**src/rtl/link_port_pkg.sv**
```systemverilog
// Purpose: Shared constants of the legacy data link byte port
// Assumes: 8-bit parallel register port, byte addresses
// Notes:   Status and mask reuse the same bit positions
package link_port_pkg;
    localparam logic [7:0] RX_BYTE_ADDR   = 8'hc0;
    localparam logic [7:0] TX_BYTE_ADDR   = 8'hc1;
    localparam logic [7:0] MATCH_ONE_ADDR = 8'hc2;
    localparam logic [7:0] MATCH_TWO_ADDR = 8'hc3;
    localparam logic [7:0] STATUS_ADDR    = 8'hc4;
    localparam logic [7:0] MASK_ADDR      = 8'hc5;
    localparam logic [7:0] CONTROL_ADDR   = 8'hc6;

    localparam int ST_MATCH_BIT    = 1;
    localparam int ST_TX_EMPTY_BIT = 2;
    localparam int ST_RX_FULL_BIT  = 3;

    localparam int CTL_DESTUFF_BIT = 0;
    localparam int CTL_STUFF_BIT   = 1;
    localparam int CTL_D4_BIT      = 2;

    localparam logic [7:0] BYTE_RESET = 8'h00;
    localparam logic [7:0] READ_ZERO  = 8'h00;
    localparam logic [2:0] STUFF_RUN  = 3'h5;
    localparam logic [2:0] ONES_SAT   = 3'h7;
    localparam logic [2:0] LAST_BIT   = 3'h7;
endpackage

```
**src/rtl/legacy_data_link_byte_port.sv**
```systemverilog
// Purpose: Legacy T1 facility link byte port, receive and transmit
// Assumes: Framer bit strobes run on ref_clk; host port is synchronous
// Notes:   Transmit bytes pass a small FIFO before the serializer
// Operation
// - Each received link or Fs bit, except a dropped stuffed zero, shifts into an 8-bit receive byte.
// - Receive-full flag sets whenever eight bits have been collected.
// - Unmasked receive-full flag pulls the interrupt output low.
// - Completed byte equal to either match byte sets match flag, may interrupt.
// - With destuffing on, a zero after exactly five ones is dropped.
// - A zero after six or more ones is kept.
// - First received bit lands in the LSB, last in the MSB.
// - A written transmit byte goes out LSB first, link or Fs positions.
// - After eight bits are sent the transmit-empty flag sets.
// - Unmasked transmit-empty flag pulls the interrupt output low.
// - Without a new write the previous byte is sent again.
// - With stuffing on, a zero follows every run of five ones.
// - In D4 mode the transmit byte also sources the Fs pattern.
`timescale 1ns/1ps
module legacy_data_link_byte_port
    import link_port_pkg::*;
#(
    parameter int FIFO_DEPTH = 4
) (
    input  wire logic       ref_clk,
    input  wire logic       reset,
    input  wire logic [7:0] cpu_addr,
    input  wire logic [7:0] cpu_wdata,
    input  wire logic       cpu_wr,
    input  wire logic       cpu_rd,
    output logic      [7:0] cpu_rdata_r,
    output logic            int_n_r,
    input  wire logic       rx_link_bit,
    input  wire logic       rx_link_strobe,
    input  wire logic       tx_link_req,
    output logic            tx_link_bit_r,
    output logic            tx_fs_select_r,
    output logic            tx_byte_ready_r
);
    logic [7:0] rx_link_byte_r;
    logic [7:0] tx_link_byte_r;
    logic [7:0] rx_link_match_one_r;
    logic [7:0] rx_link_match_two_r;
    logic [7:0] link_interrupt_mask_reg_r;
    logic [7:0] link_control_r;
    logic [3:0] status_r;
    logic [7:0] rx_shift_r;
    logic [2:0] rx_count_r;
    logic [2:0] rx_ones_r;
    logic [7:0] tx_cur_r;
    logic [2:0] tx_idx_r;
    logic [2:0] tx_ones_r;
    logic       wr_tx;
    logic       rd_status;
    logic       destuff_en;
    logic       stuff_en;
    logic       rx_drop;
    logic       rx_take;
    logic       rx_done;
    logic [7:0] rx_shift_nxt;
    logic       rx_match;
    logic       tx_stuff;
    logic       tx_done;
    logic       fifo_in_ready;
    logic       fifo_out_valid;
    logic [7:0] fifo_out_data;
    logic [3:0] status_set;

    assign wr_tx      = cpu_wr && (cpu_addr == TX_BYTE_ADDR);
    assign rd_status  = cpu_rd && (cpu_addr == STATUS_ADDR);
    assign destuff_en = link_control_r[CTL_DESTUFF_BIT];
    assign stuff_en   = link_control_r[CTL_STUFF_BIT];

    // Receive bit path
    assign rx_drop      = destuff_en && !rx_link_bit && (rx_ones_r == STUFF_RUN);
    assign rx_take      = rx_link_strobe && !rx_drop;
    assign rx_shift_nxt = {rx_link_bit, rx_shift_r[7:1]};
    assign rx_done      = rx_take && (rx_count_r == LAST_BIT);
    assign rx_match     = (rx_shift_nxt == rx_link_match_one_r) || (rx_shift_nxt == rx_link_match_two_r);

    // Transmit bit path
    assign tx_stuff = stuff_en && (tx_ones_r == STUFF_RUN);
    assign tx_done  = tx_link_req && !tx_stuff && (tx_idx_r == LAST_BIT);

    assign status_set[0]               = 1'b0;
    assign status_set[ST_MATCH_BIT]    = rx_done && rx_match;
    assign status_set[ST_TX_EMPTY_BIT] = tx_done;
    assign status_set[ST_RX_FULL_BIT]  = rx_done;

    link_byte_fifo #(
        .WIDTH (8),
        .DEPTH (FIFO_DEPTH)
    ) u_tx_fifo (
        .ref_clk   (ref_clk),
        .reset     (reset),
        .in_valid  (wr_tx),
        .in_ready  (fifo_in_ready),
        .in_data   (cpu_wdata),
        .out_valid (fifo_out_valid),
        .out_ready (tx_done),
        .out_data  (fifo_out_data)
    );

    // Host-written registers
    always_ff @(posedge ref_clk or posedge reset) begin
        if (reset) begin
            tx_link_byte_r            <= BYTE_RESET;
            rx_link_match_one_r       <= BYTE_RESET;
            rx_link_match_two_r       <= BYTE_RESET;
            link_interrupt_mask_reg_r <= BYTE_RESET;
            link_control_r            <= BYTE_RESET;
        end else if (cpu_wr) begin
            unique case (cpu_addr)
                TX_BYTE_ADDR: begin
                    if (fifo_in_ready) begin
                        tx_link_byte_r <= cpu_wdata;
                    end
                end
                MATCH_ONE_ADDR: rx_link_match_one_r       <= cpu_wdata;
                MATCH_TWO_ADDR: rx_link_match_two_r       <= cpu_wdata;
                MASK_ADDR:      link_interrupt_mask_reg_r <= cpu_wdata;
                CONTROL_ADDR:   link_control_r            <= cpu_wdata;
                default: ;
            endcase
        end
    end

    // Read data
    always_ff @(posedge ref_clk or posedge reset) begin
        if (reset) begin
            cpu_rdata_r <= READ_ZERO;
        end else if (cpu_rd) begin
            unique case (cpu_addr)
                RX_BYTE_ADDR:   cpu_rdata_r <= rx_link_byte_r;
                TX_BYTE_ADDR:   cpu_rdata_r <= tx_link_byte_r;
                MATCH_ONE_ADDR: cpu_rdata_r <= rx_link_match_one_r;
                MATCH_TWO_ADDR: cpu_rdata_r <= rx_link_match_two_r;
                STATUS_ADDR:    cpu_rdata_r <= {4'h0, status_r};
                MASK_ADDR:      cpu_rdata_r <= link_interrupt_mask_reg_r;
                CONTROL_ADDR:   cpu_rdata_r <= link_control_r;
                default:        cpu_rdata_r <= READ_ZERO;
            endcase
        end
    end

    // Receive shifter and byte register
    always_ff @(posedge ref_clk or posedge reset) begin
        if (reset) begin
            rx_shift_r     <= BYTE_RESET;
            rx_count_r     <= '0;
            rx_link_byte_r <= BYTE_RESET;
        end else if (rx_take) begin
            rx_shift_r <= rx_shift_nxt;
            rx_count_r <= rx_count_r + 3'h1;
            if (rx_done) begin
                rx_link_byte_r <= rx_shift_nxt;
            end
        end
    end

    // Run of ones seen on receive
    always_ff @(posedge ref_clk or posedge reset) begin
        if (reset) begin
            rx_ones_r <= '0;
        end else if (rx_link_strobe) begin
            if (!rx_link_bit) begin
                rx_ones_r <= '0;
            end else if (rx_ones_r != ONES_SAT) begin
                rx_ones_r <= rx_ones_r + 3'h1;
            end
        end
    end

    // Transmit serializer
    always_ff @(posedge ref_clk or posedge reset) begin
        if (reset) begin
            tx_cur_r      <= BYTE_RESET;
            tx_idx_r      <= '0;
            tx_ones_r     <= '0;
            tx_link_bit_r <= 1'b0;
        end else if (tx_link_req) begin
            if (tx_stuff) begin
                tx_link_bit_r <= 1'b0;
                tx_ones_r     <= '0;
            end else begin
                tx_link_bit_r <= tx_cur_r[tx_idx_r];
                tx_ones_r     <= !tx_cur_r[tx_idx_r] ? 3'h0 : (tx_ones_r == ONES_SAT) ? ONES_SAT : tx_ones_r + 3'h1;
                tx_idx_r      <= tx_idx_r + 3'h1;
                if (tx_done && fifo_out_valid) begin
                    tx_cur_r <= fifo_out_data;
                end
            end
        end
    end

    // Latched status, set wins over read clear
    always_ff @(posedge ref_clk or posedge reset) begin
        if (reset) begin
            status_r <= '0;
        end else if (rd_status) begin
            status_r <= status_set;
        end else begin
            status_r <= status_r | status_set;
        end
    end

    // Interrupt and side outputs
    always_ff @(posedge ref_clk or posedge reset) begin
        if (reset) begin
            int_n_r         <= 1'b1;
            tx_fs_select_r  <= 1'b0;
            tx_byte_ready_r <= 1'b0;
        end else begin
            int_n_r         <= ~|(status_r & link_interrupt_mask_reg_r[3:0]);
            tx_fs_select_r  <= link_control_r[CTL_D4_BIT];
            tx_byte_ready_r <= fifo_in_ready;
        end
    end

    AST_RX_SHIFT: assert property (@(posedge ref_clk) disable iff (reset)
        rx_take |=> rx_shift_r[7] == $past(rx_link_bit))
        else $error("Receive bit not shifted in");
    AST_RX_FULL: assert property (@(posedge ref_clk) disable iff (reset)
        rx_done |=> status_r[ST_RX_FULL_BIT] ##1 !int_n_r || !link_interrupt_mask_reg_r[ST_RX_FULL_BIT])
        else $error("Receive full not flagged");
    AST_INT_RX: assert property (@(posedge ref_clk) disable iff (reset)
        (status_r[ST_RX_FULL_BIT] && link_interrupt_mask_reg_r[ST_RX_FULL_BIT]) |=> !int_n_r)
        else $error("Receive full interrupt missing");
    AST_MATCH: assert property (@(posedge ref_clk) disable iff (reset)
        (rx_done && rx_match) |=> status_r[ST_MATCH_BIT])
        else $error("Match flag not set");
    AST_DESTUFF: assert property (@(posedge ref_clk) disable iff (reset)
        (rx_link_strobe && rx_drop) |=> $stable(rx_count_r) && $stable(rx_shift_r))
        else $error("Stuffed zero not removed");
    AST_KEEP_ZERO: assert property (@(posedge ref_clk) disable iff (reset)
        (rx_link_strobe && !rx_link_bit && rx_ones_r >= 3'h6) |=> rx_count_r == $past(rx_count_r) + 3'h1)
        else $error("Zero after six ones dropped");
    AST_LSB_FIRST: assert property (@(posedge ref_clk) disable iff (reset)
        rx_done |=> rx_link_byte_r == {$past(rx_link_bit), $past(rx_shift_r[7:1])})
        else $error("Receive byte order wrong");
    AST_TX_EMPTY: assert property (@(posedge ref_clk) disable iff (reset)
        tx_done |=> status_r[ST_TX_EMPTY_BIT] && tx_idx_r == 3'h0)
        else $error("Transmit empty not flagged");
    AST_INT_TX: assert property (@(posedge ref_clk) disable iff (reset)
        (status_r[ST_TX_EMPTY_BIT] && link_interrupt_mask_reg_r[ST_TX_EMPTY_BIT]) |=> !int_n_r)
        else $error("Transmit empty interrupt missing");
    AST_REPEAT: assert property (@(posedge ref_clk) disable iff (reset)
        (tx_done && !fifo_out_valid) |=> $stable(tx_cur_r))
        else $error("Previous byte not repeated");
    AST_STUFF: assert property (@(posedge ref_clk) disable iff (reset)
        (tx_link_req && tx_stuff) |=> !tx_link_bit_r && tx_ones_r == 3'h0 && $stable(tx_idx_r))
        else $error("Zero not stuffed after five ones");
    AST_CLEAR: assert property (@(posedge ref_clk) disable iff (reset)
        (rd_status && status_set == 4'h0) |=> status_r == 4'h0)
        else $error("Status not cleared by read");
    AST_RX_IDLE: assert property (@(posedge ref_clk) disable iff (reset)
        !rx_take |=> $stable(rx_count_r) && $stable(rx_shift_r))
        else $error("Receive shifter moved without a bit");
    AST_RX_STEP: assert property (@(posedge ref_clk) disable iff (reset)
        rx_take |=> rx_count_r == $past(rx_count_r) + 3'h1)
        else $error("Receive bit count did not advance");
    AST_RX_BYTE_HOLD: assert property (@(posedge ref_clk) disable iff (reset)
        !rx_done |=> $stable(rx_link_byte_r))
        else $error("Receive byte changed before it was full");
    AST_INT_MATCH: assert property (@(posedge ref_clk) disable iff (reset)
        (status_r[ST_MATCH_BIT] && link_interrupt_mask_reg_r[ST_MATCH_BIT]) |=> !int_n_r)
        else $error("Match interrupt missing");
    AST_NO_MATCH: assert property (@(posedge ref_clk) disable iff (reset)
        (rx_done && !rx_match && !status_r[ST_MATCH_BIT]) |=> !status_r[ST_MATCH_BIT])
        else $error("Match flag set without a match");
    AST_INT_QUIET: assert property (@(posedge ref_clk) disable iff (reset)
        ((status_r & link_interrupt_mask_reg_r[3:0]) == 4'h0) |=> int_n_r)
        else $error("Interrupt without an unmasked flag");
    AST_TX_BIT: assert property (@(posedge ref_clk) disable iff (reset)
        (tx_link_req && !tx_stuff) |=> tx_link_bit_r == $past(tx_cur_r[tx_idx_r]))
        else $error("Transmit bit not taken from current byte");
    AST_TX_STEP: assert property (@(posedge ref_clk) disable iff (reset)
        (tx_link_req && !tx_stuff) |=> tx_idx_r == $past(tx_idx_r) + 3'h1)
        else $error("Transmit bit index did not advance");
    AST_TX_HOLD: assert property (@(posedge ref_clk) disable iff (reset)
        !tx_link_req |=> $stable(tx_link_bit_r) && $stable(tx_idx_r))
        else $error("Transmit bit changed without a request");
    AST_TX_LOAD: assert property (@(posedge ref_clk) disable iff (reset)
        (tx_done && fifo_out_valid) |=> tx_cur_r == $past(fifo_out_data))
        else $error("New transmit byte not loaded");
    AST_NO_STUFF: assert property (@(posedge ref_clk) disable iff (reset)
        (tx_link_req && !stuff_en) |=> tx_idx_r == $past(tx_idx_r) + 3'h1)
        else $error("Zero stuffed while stuffing is off");
    AST_FS_SELECT: assert property (@(posedge ref_clk) disable iff (reset)
        1'b1 |=> tx_fs_select_r == $past(link_control_r[CTL_D4_BIT]))
        else $error("Fs source select does not follow mode");
    AST_FLAG_HOLD: assert property (@(posedge ref_clk) disable iff (reset)
        !rd_status |=> (status_r & $past(status_r)) == $past(status_r))
        else $error("Status flag lost without a read");
    AST_STATUS_READ: assert property (@(posedge ref_clk) disable iff (reset)
        (cpu_rd && cpu_addr == STATUS_ADDR) |=> cpu_rdata_r == {4'h0, $past(status_r)})
        else $error("Status read returned wrong flags");
endmodule // legacy_data_link_byte_port

```
**src/rtl/link_byte_fifo.sv**
```systemverilog
// Purpose: Small valid/ready byte FIFO
// Assumes: DEPTH is a power of two
// Notes:   Simultaneous push and pop allowed when neither empty nor full
`timescale 1ns/1ps
module link_byte_fifo #(
    parameter int WIDTH = 8,
    parameter int DEPTH = 4
) (
    input  wire logic             ref_clk,
    input  wire logic             reset,
    input  wire logic             in_valid,
    output logic                  in_ready,
    input  wire logic [WIDTH-1:0] in_data,
    output logic                  out_valid,
    input  wire logic             out_ready,
    output logic      [WIDTH-1:0] out_data
);
    localparam int PW = (DEPTH > 1) ? $clog2(DEPTH) : 1;
    localparam int CW = $clog2(DEPTH + 1);

    logic [WIDTH-1:0] mem [DEPTH];
    logic [PW-1:0]    wr_ptr_r;
    logic [PW-1:0]    rd_ptr_r;
    logic [CW-1:0]    count_r;
    logic             push;
    logic             pop;

    assign in_ready  = (count_r != CW'(DEPTH));
    assign out_valid = (count_r != '0);
    assign out_data  = mem[rd_ptr_r];
    assign push      = in_valid && in_ready;
    assign pop       = out_valid && out_ready;

    always_ff @(posedge ref_clk) begin
        if (push) begin
            mem[wr_ptr_r] <= in_data;
        end
    end

    always_ff @(posedge ref_clk or posedge reset) begin
        if (reset) begin
            wr_ptr_r <= '0;
            rd_ptr_r <= '0;
            count_r  <= '0;
        end else begin
            if (push) begin
                wr_ptr_r <= wr_ptr_r + PW'(1);
            end
            if (pop) begin
                rd_ptr_r <= rd_ptr_r + PW'(1);
            end
            if (push && !pop) begin
                count_r <= count_r + CW'(1);
            end else if (pop && !push) begin
                count_r <= count_r - CW'(1);
            end
        end
    end
endmodule // link_byte_fifo

```
**config.mk**
```make
export PLATFORM = sky130hd
export DESIGN_NAME = legacy_data_link_byte_port
export DESIGN_NICKNAME = d
export VERILOG_FILES = /design/src/rtl/link_port_pkg.sv /design/src/rtl/legacy_data_link_byte_port.sv /design/src/rtl/link_byte_fifo.sv
export SDC_FILE = /design/constraint.sdc
export NUM_CORES = 1
export LEC_CHECK = 0
export BUFFER_PORTS_ARGS = -buffer_cell sky130_fd_sc_hd__buf_2
export CAP_MARGIN = 20
export CORE_MARGIN = 3
export CORE_UTILIZATION = 55
export CTS_CLUSTER_SIZE = 12
export DETAILED_ROUTE_END_ITERATION = 16
export GPL_TIMING_DRIVEN = 0
export PLACE_DENSITY = 0.77
export SLEW_MARGIN = 20
export SYNTH_ARGS = -nofsm -noshare
export SYNTH_HDL_FRONTEND = slang
export SYNTH_SLANG_ARGS = --single-unit
```
**constraint.sdc**
```tcl
create_clock -name ref_clk -period 2.9 [get_ports ref_clk]
set_input_delay 0.145 -clock ref_clk [delete_from_list [all_inputs] [get_ports ref_clk]]
set_output_delay 0.145 -clock ref_clk [all_outputs]
set_load 0.05 [all_outputs]
```
==> results of run 1 <==
report_power, final:
| part | internal [uW] | switching (uW) |
|---|---|---|
| registers | 2150 | 222 |
| logic | 551 | 484 |
| clock network | 1120 | 709 |
metrics by stage:
stage	setup WS [ps]	power (uW)
global placement	-871	3350
detailed placement	281	3420
finish	406	5230
global route	243	5500
floorplan	223	3150
CTS	401	5270
sequential cells by signal (all words and copies together) (netlist names), 2 cells and up:
register,count
cpu_rdata_r,8
link_control_r,8
link_interrupt_mask_reg_r,8
rx_count_r,3
rx_link_byte_r,8
rx_link_match_one_r,8
rx_link_match_two_r,8
rx_ones_r,3
rx_shift_r,7
status_r,3
tx_cur_r,8
tx_idx_r,3
tx_link_byte_r,8
tx_ones_r,3
u_tx_fifo.count_r,3
u_tx_fifo.mem,32
u_tx_fifo.rd_ptr_r,2
u_tx_fifo.wr_ptr_r,2
layout make-up:
class                           count  area (um2)
Tap cell                          133         166
Inverter                           11        46.3
Fill cell                         703        3220
Timing Repair Buffer               44         298
Sequential cell                   129        3390
Multi-Input combinational cell    232        2280
Clock buffer                       23         437
Buffer                             16        93.8
Clock inverter                      9        66.3
synth_stat cells (all sizes together), types with 3 or more instances:
library cell  count
dfrtp            96
mux2             71
edfxtp           32
xor2             20
ha               14
mux4             14
nand2            12
nor2             12
inv              11
buf              10
a21oi             8
a22o              8
mux2i             8
clkbuf            6
nor2b             6
a22oi             5
and2              5
a2bb2oi           4
nand3             4
nor4              4
o21ai             4
xnor2             4
nand4             3
cells in the final DEF, fill, tap and decap left out, types with 4 or more instances in the layout:
cell	count
clkbuf_16	16
ha_1	14
mux2i_1	8
nor2_1	11
buf_2	40
mux2_2	71
a21oi_1	8
nor2b_1	6
clkinv_1	5
o21ai_0	4
and2_1	5
dlygate4sd3_1	11
xnor2_1	4
mux4_2	14
nor4_1	4
clkbuf_1	12
edfxtp_1	32
a22oi_1	5
xor2_1	20
nand2_1	12
nand3_1	4
a22o_1	8
a2bb2oi_1	4
dfrtp_1	96
inv_1	10
worst max-delay path by stage:
stage	end	depth (start not counted)	from
6_report	u_tx_fifo.count_r[2]$_DFFE_PP0P_	10	tx_idx_r[0]$_DFFE_PP0P_
5_1_grt	u_tx_fifo.count_r[2]$_DFFE_PP0P_	10	tx_idx_r[0]$_DFFE_PP0P_
4_1_cts	u_tx_fifo.count_r[2]$_DFFE_PP0P_	10	tx_idx_r[0]$_DFFE_PP0P_
3_5_place_dp	u_tx_fifo.count_r[2]$_DFFE_PP0P_	12	cpu_addr[3]
3_3_place_gp	status_r[1]$_DFF_PP0_	2	reset
2_1_floorplan	cpu_rdata_r[0]$_DFFE_PP0P_	1	reset
kinds of logic (layout without fill, tap and decap cells):
| logic type | Yosys count | after routing |
|---|---|---|
| simple gates | 57 | 57 |
| xor+xnor | 24 | 24 |
| compound gates | 43 | 43 |
| mux | 93 | 93 |
| flops | 129 | 129 |
| buf+inv | 27 | 103 |
| fa+ha+maj | 15 | 15 |
worst max-delay path, stage by stage, from the launching register on:
cell	delay, ps
dfrtp_1	440
ha_1	230
ha_1	200
nand4_1	110
buf_2	260
ha_1	220
inv_1	60
fa_1	380
xor2_1	170
nor2_1	140
xor2_1	190
metal layers:
layer  vias up  routed length [um]  track usage
li1       1569                   -            -
met1      1718                5250        0.302
met2       102                5210        0.321
met3        19                 616       0.0616
met4         0                 205       0.0884
met5         -                   0            0
==> flow_summary.json, run 1 <==
{
  "cap_violations": 0,
  "via_count": 3408,
  "r2r_setup_slack_ps": 410,
  "insertion_delay_ps": 520,
  "holdPathStages": 3,
  "ios": 35,
  "yosysSeqAreaShare": 0.584,
  "reg2reg_to": "u_tx_fifo.count_r[2]$_DFFE_PP0P_",
  "critical_path_class": "reg2reg",
  "dp_hpwl_um": 7710,
  "drc_errors": 0,
  "synth_xor_area_frac": 0.0362,
  "drive_gt1_frac": 0.338,
  "drv_slew": 0,
  "min_period_over_period": 0.860,
  "cts_setup_buffers": 0,
  "slew_headroom": 0.339,
  "finalSetupViolCount": 0,
  "grt_pass1_vias": 3584,
  "path_clk_slew_ps": 60,
  "status": "completed",
  "stdcell_area_um2": 6780,
  "cp-end-kind": "register",
  "cts_buffer_depth": 2,
  "synth-edff-count": 32,
  "hold_viol_final": 0,
  "ant_nets": 0,
  "dpl_cell_area_um2": 6160,
  "drt-pass1-iter-count": 4,
  "row_count": 36,
  "p_leak_uw": 0.00303,
  "cts_made_buffers": 17,
  "peakVddDrop_mv": 0.474,
  "cts_resized": 0,
  "synth-seq-cells": 129,
  "finalCriticalPeriod_ps": 2490,
  "antenna_found_initial": 0,
  "synth_top_cell_by_area": "dfrtp_1",
  "portBuffers": 32,
  "worst_r2r_startpoint": "tx_idx_r[0]$_DFFE_PP0P_",
  "grt_max_degree": 85,
  "die_area_um2": 11800,
  "cp.arrival_ps": 2930,
  "grt_pass1_wl_um": 18800,
  "drt_iter0_drc": 253,
  "yosys_warnings": 0,
  "fp.dieW_um": 109,
  "crit_fanout": 10,
  "synthFlopType": "dfrtp_1",
  "hold_slack_ps": 5.75,
  "viasPerCell": 5.71,
  "holdBufCountCts": 11,
  "synth_top_family_by_area": "multiplexers",
  "required_ps": 3330,
  "synthSimpleGateAreaFrac": 0.0617,
  "wl_per_cell_um": 18.9,
  "critPathLaunchType": "register",
  "place_inst": 554,
  "synthArstFlopShare": 0.752,
  "synth_top_area_frac": 0.414,
  "synthAdderAreaFrac": 0.0336,
  "worstHoldEndpoint": "rx_shift_r[7]$_DFFE_PP0P_",
  "ys_types": 48,
  "area_growth_pct": 16.7,
  "h-tree-depth": 4,
  "cts_tree": "built",
  "p_per_area_nw_per_um2": 772,
  "hp-start": "rx_link_bit",
  "gp_congestion": 0.827,
  "grt_usage": 0.216,
  "core_um2": 10000,
  "root_buffer": "clkbuf_8",
  "antenna_cells": 0,
  "fin_util": 0.678,
  "start_util": 0.580,
  "syn-num-nets": 426,
  "fin_worst_skew_ps": 8.48,
  "max_slew.worst_pin.slew_ps": 986,
  "synthesis.area_um2": 5800,
  "synth_area_leaders": "dfrtp_1 (41%), edfxtp_1 (17%), mux2_2 (14%)",
  "synth_area_per_cell_um2": 15.0,
  "synth_mux_area_frac": 0.206,
  "clock_sinks": 129,
  "overflow": 0,
  "synth_cells": 388,
  "wl_um": 11300,
  "tns_ps": 0,
  "nets": 489,
  "rsz0062_at_grt": "false",
  "r2r_cells": 10,
  "fmax_ghz": 0.401,
  "die_y_um": 109,
  "synth_compound_area_frac": 0.0554,
  "hp-class": "in2reg",
  "finalNonFillerCells": 597
}
No activity file was read; power rests on OpenSTA's default activity.
==> run 2, diff against run 1 <==
- BUFFER_PORTS_ARGS: -buffer_cell sky130_fd_sc_hd__buf_2 -> unset
- DONT_BUFFER_PORTS: unset -> 1
- PLACE_DENSITY: 0.77 -> 0.74
- SETUP_SLACK_MARGIN: unset -> 0.05
==> run 2 against run 1 <==
Effect of this change:
- combinational power shrank 8%
- fmax rose by 2.2%
- highest routed layer unchanged
- global-route usage increased by 0.12 points
- core utilization fell by 0.85 points
- critical path depth unchanged
- worst setup slack improved by 54 ps
- largest cell class unchanged
- via count fell by 3.0%
- clock skew fell by 3.4 ps
==> flow_summary.json, run 2 (synthesized netlist as in run 1, its figures left out) <==
{
  "status": "completed",
  "worst-path-stages": 10,
  "drive_gt1_frac": 0.306,
  "fmax_ghz": 0.410,
  "r2r_setup_slack_ps": 460,
  "reg2reg_to": "u_tx_fifo.count_r[2]$_DFFE_PP0P_",
  "worst_r2r_startpoint": "tx_idx_r[0]$_DFFE_PP0P_",
  "critPathBufInv": 2,
  "ios": 35,
  "ant_nets": 0,
  "endpoint": "u_tx_fifo.count_r[2]$_DFFE_PP0P_",
  "holdBufCountCts": 13,
  "core_um2": 10000,
  "finalNonFillerCells": 567,
  "crit_family": "adder cells",
  "portBuffers": 0,
  "grt_pass1_vias": 3508,
  "cts_buffer_depth": 2,
  "tns_ps": 0,
  "viasPerCell": 5.83,
  "finalSetupViolCount": 0,
  "overflow": 0,
  "drt_iter0_drc": 196,
  "grt_usage": 0.217,
  "regMostFlops": "u_tx_fifo.mem",
  "die_y_um": 109,
  "root_buffer": "clkbuf_8",
  "worstPathCellList": "ha_1, ha_1, nand4_1, buf_2, ha_1, inv_1, fa_1, xor2_1, nor2_1, xor2_1",
  "p_per_area_nw_per_um2": 802,
  "max_slew.worst_pin.slew_ps": 941,
  "path_common_cell": "ha_1",
  "layout_common_cells": "dfrtp_1 (96), mux2_2 (71), edfxtp_1 (32), xor2_1 (20), clkbuf_16 (16)",
  "p_leak_uw": 0.00292,
  "r2r_cells": 10,
  "num-fill-cells": 731,
  "dp_hpwl_um": 7820,
  "antenna_cells": 0,
  "area_growth_pct": 15.3,
  "drt-pass1-iter-count": 5,
  "slew_headroom": 0.370,
  "cts_made_buffers": 17,
  "via_count": 3306,
  "insertion_delay_ps": 530,
  "fin_worst_skew_ps": 5.07,
  "slowest_stage": "dfrtp_1",
  "clock_sinks": 129,
  "place_inst": 522,
  "cap_violations": 0,
  "wl_um": 11400,
  "gp_congestion": 0.773,
  "rsz0062_at_grt": "false",
  "cts_resized": 0,
  "largest_reg_flops": 32,
  "final_common_cell": "dfrtp_1",
  "hold_viol_final": 0,
  "row_count": 36,
  "drv_slew": 0,
  "fp.dieW_um": 109,
  "worst_path_largest_cell_delay_ps": 450,
  "nets": 459,
  "cts_tree": "built",
  "cts_setup_buffers": 0,
  "critPathLaunchType": "register",
  "wl_per_cell_um": 20.1,
  "path_clk_slew_ps": 60,
  "grt_pass1_wl_um": 18700,
  "die_area_um2": 11800,
  "peakVddDrop_mv": 0.491,
  "drc_errors": 0,
  "h-tree-depth": 4,
  "start_util": 0.580,
  "grt_max_degree": 73,
  "cp.arrival_ps": 2890,
  "required_ps": 3350,
  "setup.worst_path.start": "tx_idx_r[0]$_DFFE_PP0P_",
  "hp-class": "in2reg",
  "cp-end-kind": "register",
  "crit_fanout": 10,
  "hold_slack_ps": 39.0,
  "min_period_over_period": 0.841,
  "critical_path_class": "reg2reg",
  "antenna_found_initial": 0,
  "finalCriticalPeriod_ps": 2440
}
==> run 2: cell types whose count changed in the layout (fill, tap and decap cells not counted) <==
cell           before  now
inv_6               1    2
clkinv_1            5    3
clkinvlp_4          1    6
buf_2              40    8
bufinv_16           1    2
clkbuf_1           12    6
clkinv_4            0    1
dlygate4sd3_1      11   13
==> run 2: report_power, final <==
| group | total [uW] | internal [uW] | switching (uW) |
|---|---|---|---|
| clock | 1990 | 1210 | 782 |
| sequential | 2420 | 2150 | 275 |
| combinational | 950 | 533 | 417 |
==> run 2: final cells by class <==
type / instances / area (um2) / area share
Sequential cell: 129 / 3390 / 0.507
Multi-Input combinational cell: 232 / 2280 / 0.341
Clock buffer: 17 / 414 / 0.0619
Tap cell: 133 / 166 / 0.0249
Timing Repair Buffer: 14 / 158 / 0.0236
Clock inverter: 15 / 144 / 0.0215
Buffer: 16 / 93.8 / 0.0140
Inverter: 11 / 46.3 / 0.00692
==> run 2: stage by stage <==
step	cell area, um2	total power, uW	setup WS [ps]	util
after floorplan	5800	3150	223	-
after global placement	5970	3310	-713	0.597
after detailed placement	6000	3380	452	0.600
after CTS	6690	5410	451	0.669
after global routing	6690	5650	246	0.669
final	6690	5360	460	0.669
==> run 2: how the worst min path moves through the flow <==
stage | startpoint | to | slack [ps] | depth (start not counted)
after floorplan | tx_link_req | tx_ones_r[2]$_DFFE_PP0P_ | 230 | 1
after global placement | tx_link_req | tx_ones_r[2]$_DFFE_PP0P_ | 240 | 1
after detailed placement | reset | u_tx_fifo.rd_ptr_r[0]$_DFFE_PP0P_ | -20 | 1
after CTS | cpu_addr[1] | rx_link_match_one_r[3]$_DFFE_PP0P_ | 10 | 3
after global routing | cpu_addr[1] | rx_link_match_one_r[2]$_DFFE_PP0P_ | 20 | 3
final | cpu_addr[1] | rx_link_match_one_r[3]$_DFFE_PP0P_ | 40 | 3
==> run 2: metal layers <==
layer,part of all wire,track usage,wire length (um)
met1,0.46,0.294,5250
met2,0.46,0.321,5280
met5,0,0,0
met4,0.021,0.0992,235
met3,0.054,0.0705,617
==> run 2: tightest hold or removal path, stage by stage <==
cell and delay, ps:
nand4_4 80, nor3_4 90, mux2_2 220
==> run 3, diff against run 2 <==
- ABC_AREA: unset -> 1
- PLACE_DENSITY: 0.74 -> 0.77
- clock period: 2.9 -> 1.96 ns (I/O delays scaled with it)
==> run 3 against run 2 <==
Effect of this change:
- register-to-register slack got worse by 410 ps
- routed wire length rose by 33%
- fmax rose by 28%
- sequential share of layout area fell by 4.8 points
- combinational power rose by 91%
- synthesized cell count rose by 77%
- area after synthesis rose by 7.3%
- global-route usage rose by 3.4 points
- total power rose by 55%
- largest power group unchanged
- highest routed layer unchanged
==> flow_summary.json, run 3 <==
{
  "nets": 780,
  "critPathBufInv": 1,
  "top_usage_layer": "met2",
  "fmax_ghz": 0.524,
  "die_y_um": 112,
  "holdPathStages": 4,
  "ys_types": 35,
  "hold_slack_ps": 74.4,
  "gp_congestion": 0.912,
  "synthSimpleGateAreaFrac": 0.244,
  "grt_max_degree": 37,
  "cp-end-kind": "register",
  "synth_top_family_by_area": "simple AND/OR/NAND/NOR gates",
  "grt_pass1_vias": 4901,
  "slew_headroom": 0.675,
  "r2r_setup_slack_ps": 50,
  "worst_r2r_startpoint": "tx_idx_r[0]$_DFFE_PP0P_",
  "synthFlopType": "dfrtp_1",
  "worstPathCellList": "ha_2, ha_4, o211ai_4, ha_4, inv_4, fa_2, nor2_2, nor2_1, nand2_1, xor2_1",
  "slowest_stage": "dfrtp_2",
  "peakVddDrop_mv": 0.827,
  "synthArstFlopShare": 0.752,
  "clkPwrFrac": 0.352,
  "wl_um": 15200,
  "row_count": 38,
  "finalSetupViolCount": 0,
  "clock_sinks": 129,
  "root_buffer": "clkbuf_16",
  "overflow": 0,
  "via_count": 5034,
  "cts_buffer_depth": 2,
  "ant_nets": 0,
  "worst_path_largest_cell_delay_ps": 420,
  "syn-num-nets": 724,
  "critical_path_class": "reg2reg",
  "status": "completed",
  "finalCriticalPeriod_ps": 1910,
  "path_clk_slew_ps": 60,
  "place_inst": 829,
  "met3_usage": 0.0868,
  "critPathLaunchType": "register",
  "cap_violations": 0,
  "endpoint": "u_tx_fifo.count_r[2]$_DFFE_PP0P_",
  "start_util": 0.570,
  "min_period_over_period": 0.974,
  "p_comb_frac": 0.218,
  "yosysMostFrequentCell": "nand2_1",
  "wl_per_cell_um": 17.0,
  "setup.worst_path.start": "tx_idx_r[0]$_DFFE_PP0P_",
  "fp.dieW_um": 112,
  "drt_iter0_drc": 441,
  "cts_tree": "built",
  "worst-path-stages": 10,
  "ios": 35,
  "met1_usage": 0.322,
  "synth_compound_area_frac": 0.0992,
  "p_per_area_nw_per_um2": 1120,
  "synthesis.area_um2": 6230,
  "grt_util_met2": 0.397,
  "reg2reg_to": "u_tx_fifo.count_r[2]$_DFFE_PP0P_",
  "cp.arrival_ps": 2250,
  "grt_usage": 0.252,
  "synth_top_cell_by_area": "dfrtp_1",
  "antenna_cells": 0,
  "area_growth_pct": 18.6,
  "largest_reg_flops": 32,
  "num-fill-cells": 830,
  "swShare": 0.309,
  "drt-pass1-iter-count": 5,
  "die_area_um2": 12600,
  "drc_errors": 0,
  "crit_fanout": 3,
  "hp-class": "in2reg",
  "h-tree-depth": 4,
  "pwr-share-seq": 0.430,
  "cts_made_buffers": 17,
  "synth_area_per_cell_um2": 9.08,
  "insertion_delay_ps": 420,
  "r2r_cells": 10,
  "netlist_top_cells_count": "nand2_1 (206), dfrtp_1 (96), inv_1 (64)",
  "layout_common_cells": "nand2_1 (204), dfrtp_1 (95), inv_1 (59), nor2_1 (55), o21ai_0 (48)",
  "synth_area_leaders": "dfrtp_1 (39%), edfxtp_1 (15%), nand2_1 (12%)",
  "required_ps": 2310,
  "dp_hpwl_um": 10300,
  "synth_top_area_frac": 0.386,
  "drive_gt1_frac": 0.175,
  "internal-power_uw": 5740,
  "synth_cells": 686,
  "synth-seq-cells": 129,
  "regMostFlops": "u_tx_fifo.mem",
  "synth-edff-count": 32,
  "drv_slew": 0,
  "path_common_cell": "ha_4",
  "fin_worst_skew_ps": 7.72,
  "viasPerCell": 5.62,
  "switchingPower_uw": 2570,
  "final_common_cell": "nand2_1",
  "synth_mux_area_frac": 0,
  "yosys_warnings": 0,
  "grt_pass1_wl_um": 24500,
  "portBuffers": 0,
  "rsz0062_at_grt": "true",
  "yosysSeqAreaShare": 0.544,
  "antenna_found_initial": 0,
  "finalNonFillerCells": 895,
  "core_um2": 10900,
  "synthAdderAreaFrac": 0.0313,
  "fin_util": 0.676,
  "hold_viol_final": 0,
  "crit_family": "adder cells",
  "max_slew.worst_pin.slew_ps": 488,
  "synth_xor_area_frac": 0.0141,
  "p_leak_uw": 0.00359
}
[run 3: cell types whose count changed in the layout (fill, tap and decap cells not counted), moves of 14 or more]
cell,before,now
inv_1,10,59
nor2_1,11,55
mux2_2,71,0
nand3_1,4,44
mux4_2,14,0
o21ai_0,4,48
o21ai_2,0,15
xor2_1,20,5
buf_4,0,22
nand2_1,12,204
[run 3: cell families after synthesis]
family                     Yosys count
xor gates and xnor gates            10
adders and majority gates           15
buffers and inverters               89
DFF                                129
and+or+nand+nor                    343
AOI/OAI and AO/OA                  100
[run 3: repair_timing]
action / in CTS / in global routing
pin swaps: 6 / 8
gates cloned: 0 / 0
hold endpoints to repair: 189 / 0
hold buffers: 14 / 0
buffers inserted: 14 / 6
setup endpoints to repair: 34 / 2
gates resized for setup: 11 / 12
[run 3: stage by stage]
| stage | power [uW] | setup WS, ps | setup TNS, ps | area [um2] |
|---|---|---|---|---|
| finish | 8310 | 50.9 | 0 | 7390 |
| global route | 8720 | -3.17 | -3.17 | 7390 |
| CTS | 8200 | -17.1 | -24.8 | 7300 |
| detailed placement | 5090 | -361 | -6780 | 6480 |
| global placement | 4940 | -184 | -2940 | 6420 |
| floorplan | 4640 | 55.8 | 0 | 6240 |
[run 3: power by group through the flow]
stage               combinational, uW  sequential (uW)  clock, uW
global route                     2050             3600       3070
detailed placement               1450             3640          0
floorplan                        1110             3530          0
CTS                              1710             3550       2950
global placement                 1330             3600          0
finish                           1810             3570       2930
[run 3: how the worst min path moves through the flow]
stage	from	end	slack [ps]
6_report	cpu_wr	tx_link_byte_r[3]$_DFFE_PP0P_	70
5_1_grt	cpu_wr	tx_link_byte_r[5]$_DFFE_PP0P_	90
4_1_cts	cpu_wr	u_tx_fifo.wr_ptr_r[0]$_DFFE_PP0P_	20
3_5_place_dp	reset	u_tx_fifo.wr_ptr_r[1]$_DFFE_PP0P_	30
3_3_place_gp	cpu_wdata[3]	u_tx_fifo.mem[3][3]$_DFFE_PP_	200
2_1_floorplan	cpu_wdata[0]	u_tx_fifo.mem[0][0]$_DFFE_PP_	200
[run 3: routing by layer]
metal	vias to the layer above	routed length (um)
met4	0	459
met1	2436	6150
met3	42	1260
met5	-	0
met2	224	7320
li1	2332	-
[run 3: layout make-up]
class / instances / area [um2] / area share
inverter: 72 / 287 / 0.0388
buffer: 17 / 146 / 0.0198
clock inverter: 6 / 57.6 / 0.00779
tap: 140 / 175 / 0.0237
multi-input combinational: 468 / 2490 / 0.337
timing repair buffer: 37 / 350 / 0.0474
clock buffer: 26 / 489 / 0.0662
sequential: 129 / 3390 / 0.459
[run 3: worst register-to-register path: cells and delay by family, from the launching register on]
| kind | cells | cell delay (ps) |
|---|---|---|
| xor+xnor | 1 | 130 |
| compound gates | 1 | 90 |
| fa+ha+maj | 4 | 910 |
| buf+inv | 1 | 40 |
| simple gates | 3 | 240 |
| flops | 1 | 420 |
